## config.mk

```make
export PLATFORM = sky130hd
export DESIGN_NAME = nvm_access_ctrl_flat
export DESIGN_NICKNAME = d
export VERILOG_FILES = /design/src/nvm_pkg.sv /design/src/nvm_io_if.sv /design/src/nvm_access_ctrl.sv /design/src/flat_wrapper.sv
export VERILOG_INCLUDE_DIRS = /design/src
export SDC_FILE = /design/constraint.sdc
export NUM_CORES = 2
export LEC_CHECK = 0
export BUFFER_PORTS_ARGS = -buffer_cell sky130_fd_sc_hd__buf_2
export CORE_UTILIZATION = 40
export CTS_CLUSTER_SIZE = 12
export DETAILED_ROUTE_END_ITERATION = 12
export PLACE_DENSITY = 0.65
export SYNTH_ARGS = -nofsm -noshare
export SYNTH_HDL_FRONTEND = slang
export SYNTH_SLANG_ARGS = --single-unit
```

## constraint.sdc

```tcl
create_clock -name i_ref_clk -period 19.65 [get_ports i_ref_clk]
set_input_delay 2.9475 -clock i_ref_clk [delete_from_list [all_inputs] [get_ports i_ref_clk]]
set_output_delay 2.9475 -clock i_ref_clk [all_outputs]
set_load 0.05 [all_outputs]
```

## src/nvm_params.svh

```systemverilog
// constants of the byte-wide nonvolatile access controller
// Contract
// reset never aborts running programming
// high address bits 7:1 read zero
// nine-bit linear address; software loads first
// data register feeds program, takes read byte
// mode field picks erase/write and duration
// mode writes ignored while trigger set
// reset clears mode unless programming
// ready interrupt level when enabled and global
// master arm self-clears after four cycles
// trigger starts only while arm still set
// software arms, then triggers, separately
// trigger stays set for programming time
// trigger start stalls core two cycles
// read strobe fetches byte, stalls four
// busy blocks reads and address changes
// software polls trigger clear before reading
// control bits 7:6 read zero
// busy refuses every other operation; data, ready-enable and arm writes are still taken while busy
// unerased write leaves content undefined
// ready equals trigger reading zero
`ifndef NVM_PARAMS_SVH
`define NVM_PARAMS_SVH
`define NVM_OFS_CONTROL 6'h1c
`define NVM_OFS_DATA 6'h1d
`define NVM_OFS_ADDR_LO 6'h1e
`define NVM_OFS_ADDR_HI 6'h1f
`define NVM_BIT_MODE_HI 5
`define NVM_BIT_MODE_LO 4
`define NVM_BIT_RIE 3
`define NVM_BIT_ARM 2
`define NVM_BIT_TRIG 1
`define NVM_BIT_READ 0
`define NVM_DATA_RESET 8'h00
`define NVM_MODE_RESET 2'h0
`define NVM_ERASED_BYTE 8'hff
`define NVM_ARM_CYCLES 3'h4
`define NVM_PROG_STALL 3'h2
`define NVM_READ_STALL 3'h4
`define NVM_CLK_MHZ 100
`define NVM_ATOMIC_US 3400
`define NVM_SPLIT_US 1800
`define NVM_ATOMIC_CYC (`NVM_ATOMIC_US * `NVM_CLK_MHZ)
`define NVM_SPLIT_CYC (`NVM_SPLIT_US * `NVM_CLK_MHZ)
`endif

```

## src/nvm_pkg.sv

```systemverilog
// types used by the controller end of the nonvolatile access link and by the bench
package nvm_pkg;
  typedef enum logic [1:0] {
    MODE_ATOMIC = 2'h0,
    MODE_ERASE = 2'h1,
    MODE_WRITE = 2'h2,
    MODE_RSVD = 2'h3
  } prog_mode_t;
endpackage : nvm_pkg

```

## src/nvm_io_if.sv

```systemverilog
// i/o-space register link between core-side master and controller
`timescale 1ns/100ps
interface nvm_io_if;
  logic [5:0] io_addr;
  logic io_wr;
  logic io_rd;
  logic [7:0] io_wdata;
  logic [7:0] io_rdata;
  logic stall;
  logic ready_irq;
  logic global_irq_en;
  modport device (
    input io_addr, io_wr, io_rd, io_wdata, global_irq_en,
    output io_rdata, stall, ready_irq
  );
  modport core (
    output io_addr, io_wr, io_rd, io_wdata, global_irq_en,
    input io_rdata, stall, ready_irq
  );
endinterface : nvm_io_if

```

## src/nvm_access_ctrl.sv

```systemverilog
// controller end: registers, array, program timing, core stalls
`timescale 1ns/100ps
`include "nvm_params.svh"
module nvm_access_ctrl #(
  parameter int DEPTH = 512,
  parameter int ATOMIC_CYC = `NVM_ATOMIC_CYC,
  parameter int SPLIT_CYC = `NVM_SPLIT_CYC
) (
  input wire logic i_ref_clk,
  input wire logic i_rst,
  nvm_io_if.device bus,
  output logic o_busy
);
  localparam int AW = $clog2(DEPTH);
  // =====================================
  // state
  logic [7:0] mem [DEPTH];
  logic [8:0] addr_q;
  logic [7:0] data_q;
  nvm_pkg::prog_mode_t mode_q;
  logic rie_q;
  logic [2:0] arm_cnt_q;
  logic trig_q = 1'b0;
  logic [31:0] prog_cnt_q = 32'h0;
  logic [7:0] prog_data_q;
  logic [2:0] stall_q;
  logic [7:0] ctrl_rd;
  logic wr_ctrl;
  logic start;

  assign wr_ctrl = bus.io_wr && bus.io_addr == `NVM_OFS_CONTROL;
  // start needs a live arm at the trigger write
  assign start = wr_ctrl && bus.io_wdata[`NVM_BIT_TRIG] && !trig_q && arm_cnt_q != 3'h0 && mode_q != nvm_pkg::MODE_RSVD;
  assign o_busy = trig_q;

  // =====================================
  // address and data
  // address has no reset: undefined until software loads it
  always_ff @(posedge i_ref_clk) begin
    if (bus.io_wr && !trig_q && bus.io_addr == `NVM_OFS_ADDR_LO) begin
      addr_q[7:0] <= bus.io_wdata;
    end
    if (bus.io_wr && !trig_q && bus.io_addr == `NVM_OFS_ADDR_HI) begin
      addr_q[8] <= bus.io_wdata[0];
    end
  end

  always_ff @(posedge i_ref_clk or posedge i_rst) begin
    if (i_rst) begin
      data_q <= `NVM_DATA_RESET;
    end else if (wr_ctrl && bus.io_wdata[`NVM_BIT_READ] && !trig_q) begin
      data_q <= mem[addr_q[AW-1:0]];
    end else if (bus.io_wr && bus.io_addr == `NVM_OFS_DATA) begin
      data_q <= bus.io_wdata;
    end
  end

  // =====================================
  // control fields
  // mode is kept through reset while busy so the running job completes the operation it started
  always_ff @(posedge i_ref_clk or posedge i_rst) begin
    if (i_rst) begin
      rie_q <= 1'b0;
    end else if (wr_ctrl) begin
      rie_q <= bus.io_wdata[`NVM_BIT_RIE];
    end
  end

  always_ff @(posedge i_ref_clk) begin
    if (i_rst && !trig_q) begin
      mode_q <= nvm_pkg::prog_mode_t'(`NVM_MODE_RESET);
    end else if (!i_rst && wr_ctrl && !trig_q) begin
      mode_q <= nvm_pkg::prog_mode_t'(bus.io_wdata[`NVM_BIT_MODE_HI:`NVM_BIT_MODE_LO]);
    end
  end

  always_ff @(posedge i_ref_clk or posedge i_rst) begin
    if (i_rst) begin
      arm_cnt_q <= 3'h0;
    end else if (wr_ctrl && bus.io_wdata[`NVM_BIT_ARM]) begin
      arm_cnt_q <= `NVM_ARM_CYCLES;
    end else if (arm_cnt_q != 3'h0) begin
      arm_cnt_q <= arm_cnt_q - 3'h1;
    end
  end

  // =====================================
  // programming sequencer, not reset so a job survives reset
  // the byte is latched at start: reset clears the data register mid job
  always_ff @(posedge i_ref_clk) begin
    if (trig_q) begin
      if (prog_cnt_q <= 32'h1) begin
        trig_q <= 1'b0;
        unique case (mode_q)
          nvm_pkg::MODE_ATOMIC: mem[addr_q[AW-1:0]] <= prog_data_q;
          nvm_pkg::MODE_ERASE: mem[addr_q[AW-1:0]] <= `NVM_ERASED_BYTE;
          // unerased targets just and-in the new bits
          nvm_pkg::MODE_WRITE: mem[addr_q[AW-1:0]] <= mem[addr_q[AW-1:0]] & prog_data_q;
          nvm_pkg::MODE_RSVD: ;
        endcase
      end
      prog_cnt_q <= prog_cnt_q - 32'h1;
    end else if (!i_rst && start) begin
      trig_q <= 1'b1;
      prog_data_q <= data_q;
      prog_cnt_q <= (mode_q == nvm_pkg::MODE_ATOMIC) ? ATOMIC_CYC : SPLIT_CYC;
    end
  end

  // =====================================
  // core stall and ready interrupt
  always_ff @(posedge i_ref_clk or posedge i_rst) begin
    if (i_rst) begin
      stall_q <= 3'h0;
    end else if (start) begin
      stall_q <= `NVM_PROG_STALL;
    end else if (wr_ctrl && bus.io_wdata[`NVM_BIT_READ] && !trig_q) begin
      stall_q <= `NVM_READ_STALL;
    end else if (stall_q != 3'h0) begin
      stall_q <= stall_q - 3'h1;
    end
  end
  assign bus.stall = stall_q != 3'h0;
  assign bus.ready_irq = rie_q && bus.global_irq_en && !trig_q;

  // =====================================
  // read mux
  always_comb begin
    ctrl_rd = 8'h00;
    ctrl_rd[`NVM_BIT_MODE_HI:`NVM_BIT_MODE_LO] = mode_q;
    ctrl_rd[`NVM_BIT_RIE] = rie_q;
    ctrl_rd[`NVM_BIT_ARM] = arm_cnt_q != 3'h0;
    ctrl_rd[`NVM_BIT_TRIG] = trig_q;
  end

  always_ff @(posedge i_ref_clk or posedge i_rst) begin
    if (i_rst) begin
      bus.io_rdata <= 8'h00;
    end else if (bus.io_rd) begin
      unique case (bus.io_addr)
        `NVM_OFS_CONTROL: bus.io_rdata <= ctrl_rd;
        `NVM_OFS_DATA: bus.io_rdata <= data_q;
        `NVM_OFS_ADDR_LO: bus.io_rdata <= addr_q[7:0];
        `NVM_OFS_ADDR_HI: bus.io_rdata <= {7'h00, addr_q[8]};
        default: bus.io_rdata <= 8'h00;
      endcase
    end
  end
endmodule : nvm_access_ctrl

```

## src/flat_wrapper.sv

```systemverilog
// flat-port wrapper written by rule: the top's interface ports become plain ports
module nvm_access_ctrl_flat 
#(
  parameter int DEPTH = 512,
  parameter int ATOMIC_CYC = `NVM_ATOMIC_CYC,
  parameter int SPLIT_CYC = `NVM_SPLIT_CYC
)
  (i_ref_clk, i_rst, o_busy, bus_io_addr, bus_io_wr, bus_io_rd, bus_io_wdata, bus_global_irq_en, bus_io_rdata, bus_stall, bus_ready_irq);
  nvm_io_if bus_i ();
  input wire logic i_ref_clk;
  input wire logic i_rst;
  output logic o_busy;
  input wire logic [$bits(bus_i.io_addr)-1:0] bus_io_addr;
  input wire logic [$bits(bus_i.io_wr)-1:0] bus_io_wr;
  input wire logic [$bits(bus_i.io_rd)-1:0] bus_io_rd;
  input wire logic [$bits(bus_i.io_wdata)-1:0] bus_io_wdata;
  input wire logic [$bits(bus_i.global_irq_en)-1:0] bus_global_irq_en;
  output wire logic [$bits(bus_i.io_rdata)-1:0] bus_io_rdata;
  output wire logic [$bits(bus_i.stall)-1:0] bus_stall;
  output wire logic [$bits(bus_i.ready_irq)-1:0] bus_ready_irq;
  assign bus_i.io_addr = bus_io_addr;
  assign bus_i.io_wr = bus_io_wr;
  assign bus_i.io_rd = bus_io_rd;
  assign bus_i.io_wdata = bus_io_wdata;
  assign bus_i.global_irq_en = bus_global_irq_en;
  assign bus_io_rdata = bus_i.io_rdata;
  assign bus_stall = bus_i.stall;
  assign bus_ready_irq = bus_i.ready_irq;
  nvm_access_ctrl #(.DEPTH(DEPTH), .ATOMIC_CYC(ATOMIC_CYC), .SPLIT_CYC(SPLIT_CYC)) u_core (.i_ref_clk(i_ref_clk), .i_rst(i_rst), .bus(bus_i), .o_busy(o_busy));
endmodule
```

==> flow_metrics.py <==
metrics = {
    "status": {
        "status": "complete, but fails checks",
        "violations": "max-capacitance violations, max-slew violations",
    },
    "worst_setup_path": {
        "slowest_delay_ps": 1060,
        "crit_top_cell": "buf_4",
        "startpoint_type": "flip-flop",
        "reg2regPathDepth": 14,
        "arrival_ps": 9800,
        "slowest_stage": "nor4bb_1",
        "path_max_fanout": 207,
        "r2r-start": "u_core.addr_q[0]",
        "regToRegEndpoint": "u_core.mem[417][6]",
        "cp_top_family": "buffers and inverters",
        "cp.required_ps": 20110,
        "crit_end": "u_core.mem[417][6]",
        "crit_path_start": "u_core.addr_q[0]",
        "cp_cell_sequence": "buf_4 > buf_4 > buf_4 > buf_4 > buf_4 > mux4_2 > a22oi_1 > a41o_1 > nand3_1 > nor4bb_1 > nor4b_2 > a21oi_4 > buf_12 > buf_4",
        "ff2ff_setup_slack_ps": 10310,
        "crit_type": "flip-flop to flip-flop",
        "path_depth": 14,
        "critPathBufInv": 7,
        "crit_path_end_kind": "flip-flop",
    },
    "sta": {
        "fin_crit_ps": 9340,
        "hold_viol": 0,
        "slew_headroom": -0.0410,
        "max_clock_freq_mhz": 107,
        "worstMarginPinSlew_ps": 1550,
        "drv_slew": 2,
        "clock-skew-final_ps": 82.1,
        "finalSetupTns_ps": 0,
        "setup-violations-final": 0,
        "rsz0062_at_grt": "false",
        "finalCritPeriodShare": 0.475,
    },
    "grt": {
        "grt_pass1_wl_mm": 634,
        "antenna_found_initial": 20,
        "use_met1": 0.293,
        "grt-ovfl-total": 0,
        "met2_usage": 0.338,
        "top_usage_layer": "met2",
        "track_usage": 0.218,
        "grt_max_degree": 257,
        "grt_pass1_vias": 82095,
        "grt_use_met3": 0.0526,
    },
    "floorplan": {
        "core_area_sq_mm": 0.403,
        "start_util": 0.402,
        "dieArea_sq_mm": 0.408,
        "rows": 233,
        "die_h_um": 639,
        "fp.dieW_um": 639,
        "io_pins": 30,
    },
    "detailed_routing": {
        "drt-initial-drc-count": 12132,
        "ant_nets": 0,
        "wl_mm": 453,
        "first_pass_iters": 6,
        "route.detailed.drc": 0,
        "wl_per_cell_um": 33.5,
        "via_per_inst": 6.15,
        "vias": 83139,
    },
    "placed_design": {
        "gp_congestion": 0.874,
        "placedCellCount": 12917,
        "dp_hpwl_mm": 275,
        "dpl_cell_area_sq_mm": 0.169,
        "port_buffers": 29,
    },
    "cts": {
        "ctsResizeCount": 0,
        "tritoncts": "built",
        "numCtsBuffers": 411,
        "clock_latency_ps": 950,
        "postCtsHoldBufs": 0,
        "clkSlewWorstSetupHoldPaths_ps": 60,
        "clock-sinks": 4171,
        "post_cts_buffers": 0,
        "htree_levels": 5,
        "clockBufferDepth": 4,
        "clock-root-buffer": "clkbuf_16",
    },
    "yosys": {
        "synth_simple_gate_area_frac": 0.0321,
        "synth_top_family_by_area": "multiplexers",
        "syn_area_per_cell_sq_um": 20.9,
        "synthDistinctLibCells": 86,
        "synth_nets": 7777,
        "synth-warning-count": 0,
        "synth-edff-count": 4145,
        "synthCells": 7752,
        "synth_adder_area_share": 0.000463,
        "ys_seq_area_frac": 0.771,
        "async_flop_share": 0.00551,
        "synth_ff_type": "edfxtp_1",
        "synth-compound-area-share": 0.0298,
        "synth-seq-cells": 4171,
        "synth_area_sq_mm": 0.162,
        "synth.mux.area_fraction": 0.149,
        "synth_xor_xnor_area_share": 0.00140,
    },
    "final_layout": {
        "num-nets-final": 7950,
        "fin_area_sq_mm": 0.180,
        "multiInputGateArea_sq_mm": 0.0348,
        "stdcell_count": 13525,
        "fillerInstances": 33393,
        "drive_gt1_frac": 0.216,
        "syn_to_final_growth_pct": 11.0,
        "ff_latch_area_sq_mm": 0.125,
    },
    "power": {
        "ir_drop_v": 0.0000865,
        "power_density_mw_per_mm2": 93.6,
        "p_leak_nw": 54.8,
    },
    "job": {
        "cap_violations": 1,
    },
    "hold_path": {
        "hp-class": "flip-flop to flip-flop",
    },
}
[power breakdown]
group          switching, W  total (W)  internal (W)  leakage (nW)
registers         0.0000138    0.00967       0.00965          37.6
clock network       0.00320    0.00707       0.00387          5.58
logic             0.0000733   0.000116     0.0000429          11.7
[stage by stage]
step	utilization	hold slack (ps)	setup WS, ps	total power (W)
after floorplan	-	438	629	0.00993
after global placement	0.418	473	10590	0.00996
after detailed placement	0.418	470	10350	0.00997
after CTS	0.447	485	10280	0.0169
after global routing	0.447	505	10040	0.0172
final	0.447	509	10310	0.0169
[metal layers]
| layer | up-vias | part of all wire |
|---|---|---|
| met5 | - | 0.00015 |
| met4 | 10 | 0.051 |
| met3 | 1043 | 0.11 |
| met2 | 5146 | 0.46 |
| met1 | 44354 | 0.38 |
| li1 | 32586 | - |
[cell families after synthesis]
logic type               Yosys count
XOR/XNOR                          26
multiplexers                    1231
AO/OA/AOI/OAI                    681
flip-flops                      4171
AND/OR/NAND/NOR                 1131
buffers and inverters            506
adder cells (fa/ha/maj)            6
[final cells by class]
| class | instances | share of cell area |
|---|---|---|
| Inverter | 26 | 0.000590 |
| Clock inverter | 92 | 0.00366 |
| Clock buffer | 508 | 0.0598 |
| Multi-Input combinational cell | 3075 | 0.193 |
| Timing Repair Buffer | 240 | 0.0107 |
| Tap cell | 5405 | 0.0375 |
| Sequential cell | 4171 | 0.694 |
| Antenna cell | 8 | 0.000111 |
[cell usage in the layout, fill, tap and decap left out, types with 29 or more instances in the layout]
master     Yosys  routed
a21oi_1      103      98
nand2_1      191     181
a22oi_1      183     183
nand3_1      101     101
nor2_1       579     576
a221oi_1      55      55
buf_2        101      29
a22o_1        39      39
o21ai_0       62      59
clkinv_1       1      50
mux4_2       942     942
nor3_1        41      34
buf_4         73     195
a31oi_1       41      40
edfxtp_1    4145    4145
clkbuf_16      0     417
mux2i_1      269     269
o22ai_1       64      64
nand4_1       50      50
clkbuf_1     216      91
[Yosys cell counts (7+ instances only)]
library cell  number  share of area
a22oi_1          183         0.0085
o32ai_1            8        0.00043
a32oi_1           10        0.00054
o2111ai_1         11        0.00059
o21ai_0           62         0.0019
nor3_1            41         0.0013
a32o_1             7        0.00043
a221oi_1          55         0.0030
nor4_1            19        0.00073
buf_1             37        0.00086
nand2_4            9        0.00062
buf_4             73         0.0034
nor2b_1           22        0.00085
mux2_2            20         0.0014
a22o_1            39         0.0021
o211ai_1          14        0.00065
mux4_2           942           0.13
clkbuf_1         216         0.0050
nand2_1          191         0.0044
a211oi_1          21        0.00097
nand2b_1           7        0.00027
nand4_1           50         0.0019
o221ai_1           9        0.00049
inv_1             24        0.00056
and2_1            14        0.00054
xor2_1             8        0.00043
dfrtp_1           23         0.0035
nor2_2             9        0.00035
nor3b_1            7        0.00032
mux2i_1          269          0.017
a21oi_1          103         0.0032
buf_6             53         0.0037
edfxtp_1        4145           0.77
buf_2            101         0.0031
nand3_1          101         0.0031
nor2_1           579          0.013
a31oi_1           41         0.0016
o22ai_1           64         0.0025
xnor2_1           18        0.00097
and3_1            21        0.00081
[sequential cells by signal, indices dropped and copies added, names as in the netlist, 2 cells and up]
name / cells
u_core.mem: 4096
u_core.prog_cnt_q: 32
u_core.addr_q: 9
u_core.bus.io_rdata: 8
u_core.data_q: 8
u_core.prog_data_q: 8
u_core.arm_cnt_q: 3
u_core.stall_q: 3
u_core.mode_q: 2
[how the worst min path moves through the flow]
stage | cells after the start | startpoint | end | slack, ps
floorplan | 0 | u_core.data_q[1] | u_core.prog_data_q[1] | 440
global placement | 0 | u_core.data_q[6] | u_core.prog_data_q[6] | 470
detailed placement | 0 | u_core.data_q[6] | u_core.prog_data_q[6] | 470
CTS | 0 | u_core.data_q[6] | u_core.prog_data_q[6] | 490
global route | 0 | u_core.data_q[6] | u_core.prog_data_q[6] | 500
finish | 0 | u_core.data_q[7] | u_core.prog_data_q[7] | 510
(Power assumes the default switching activity.)
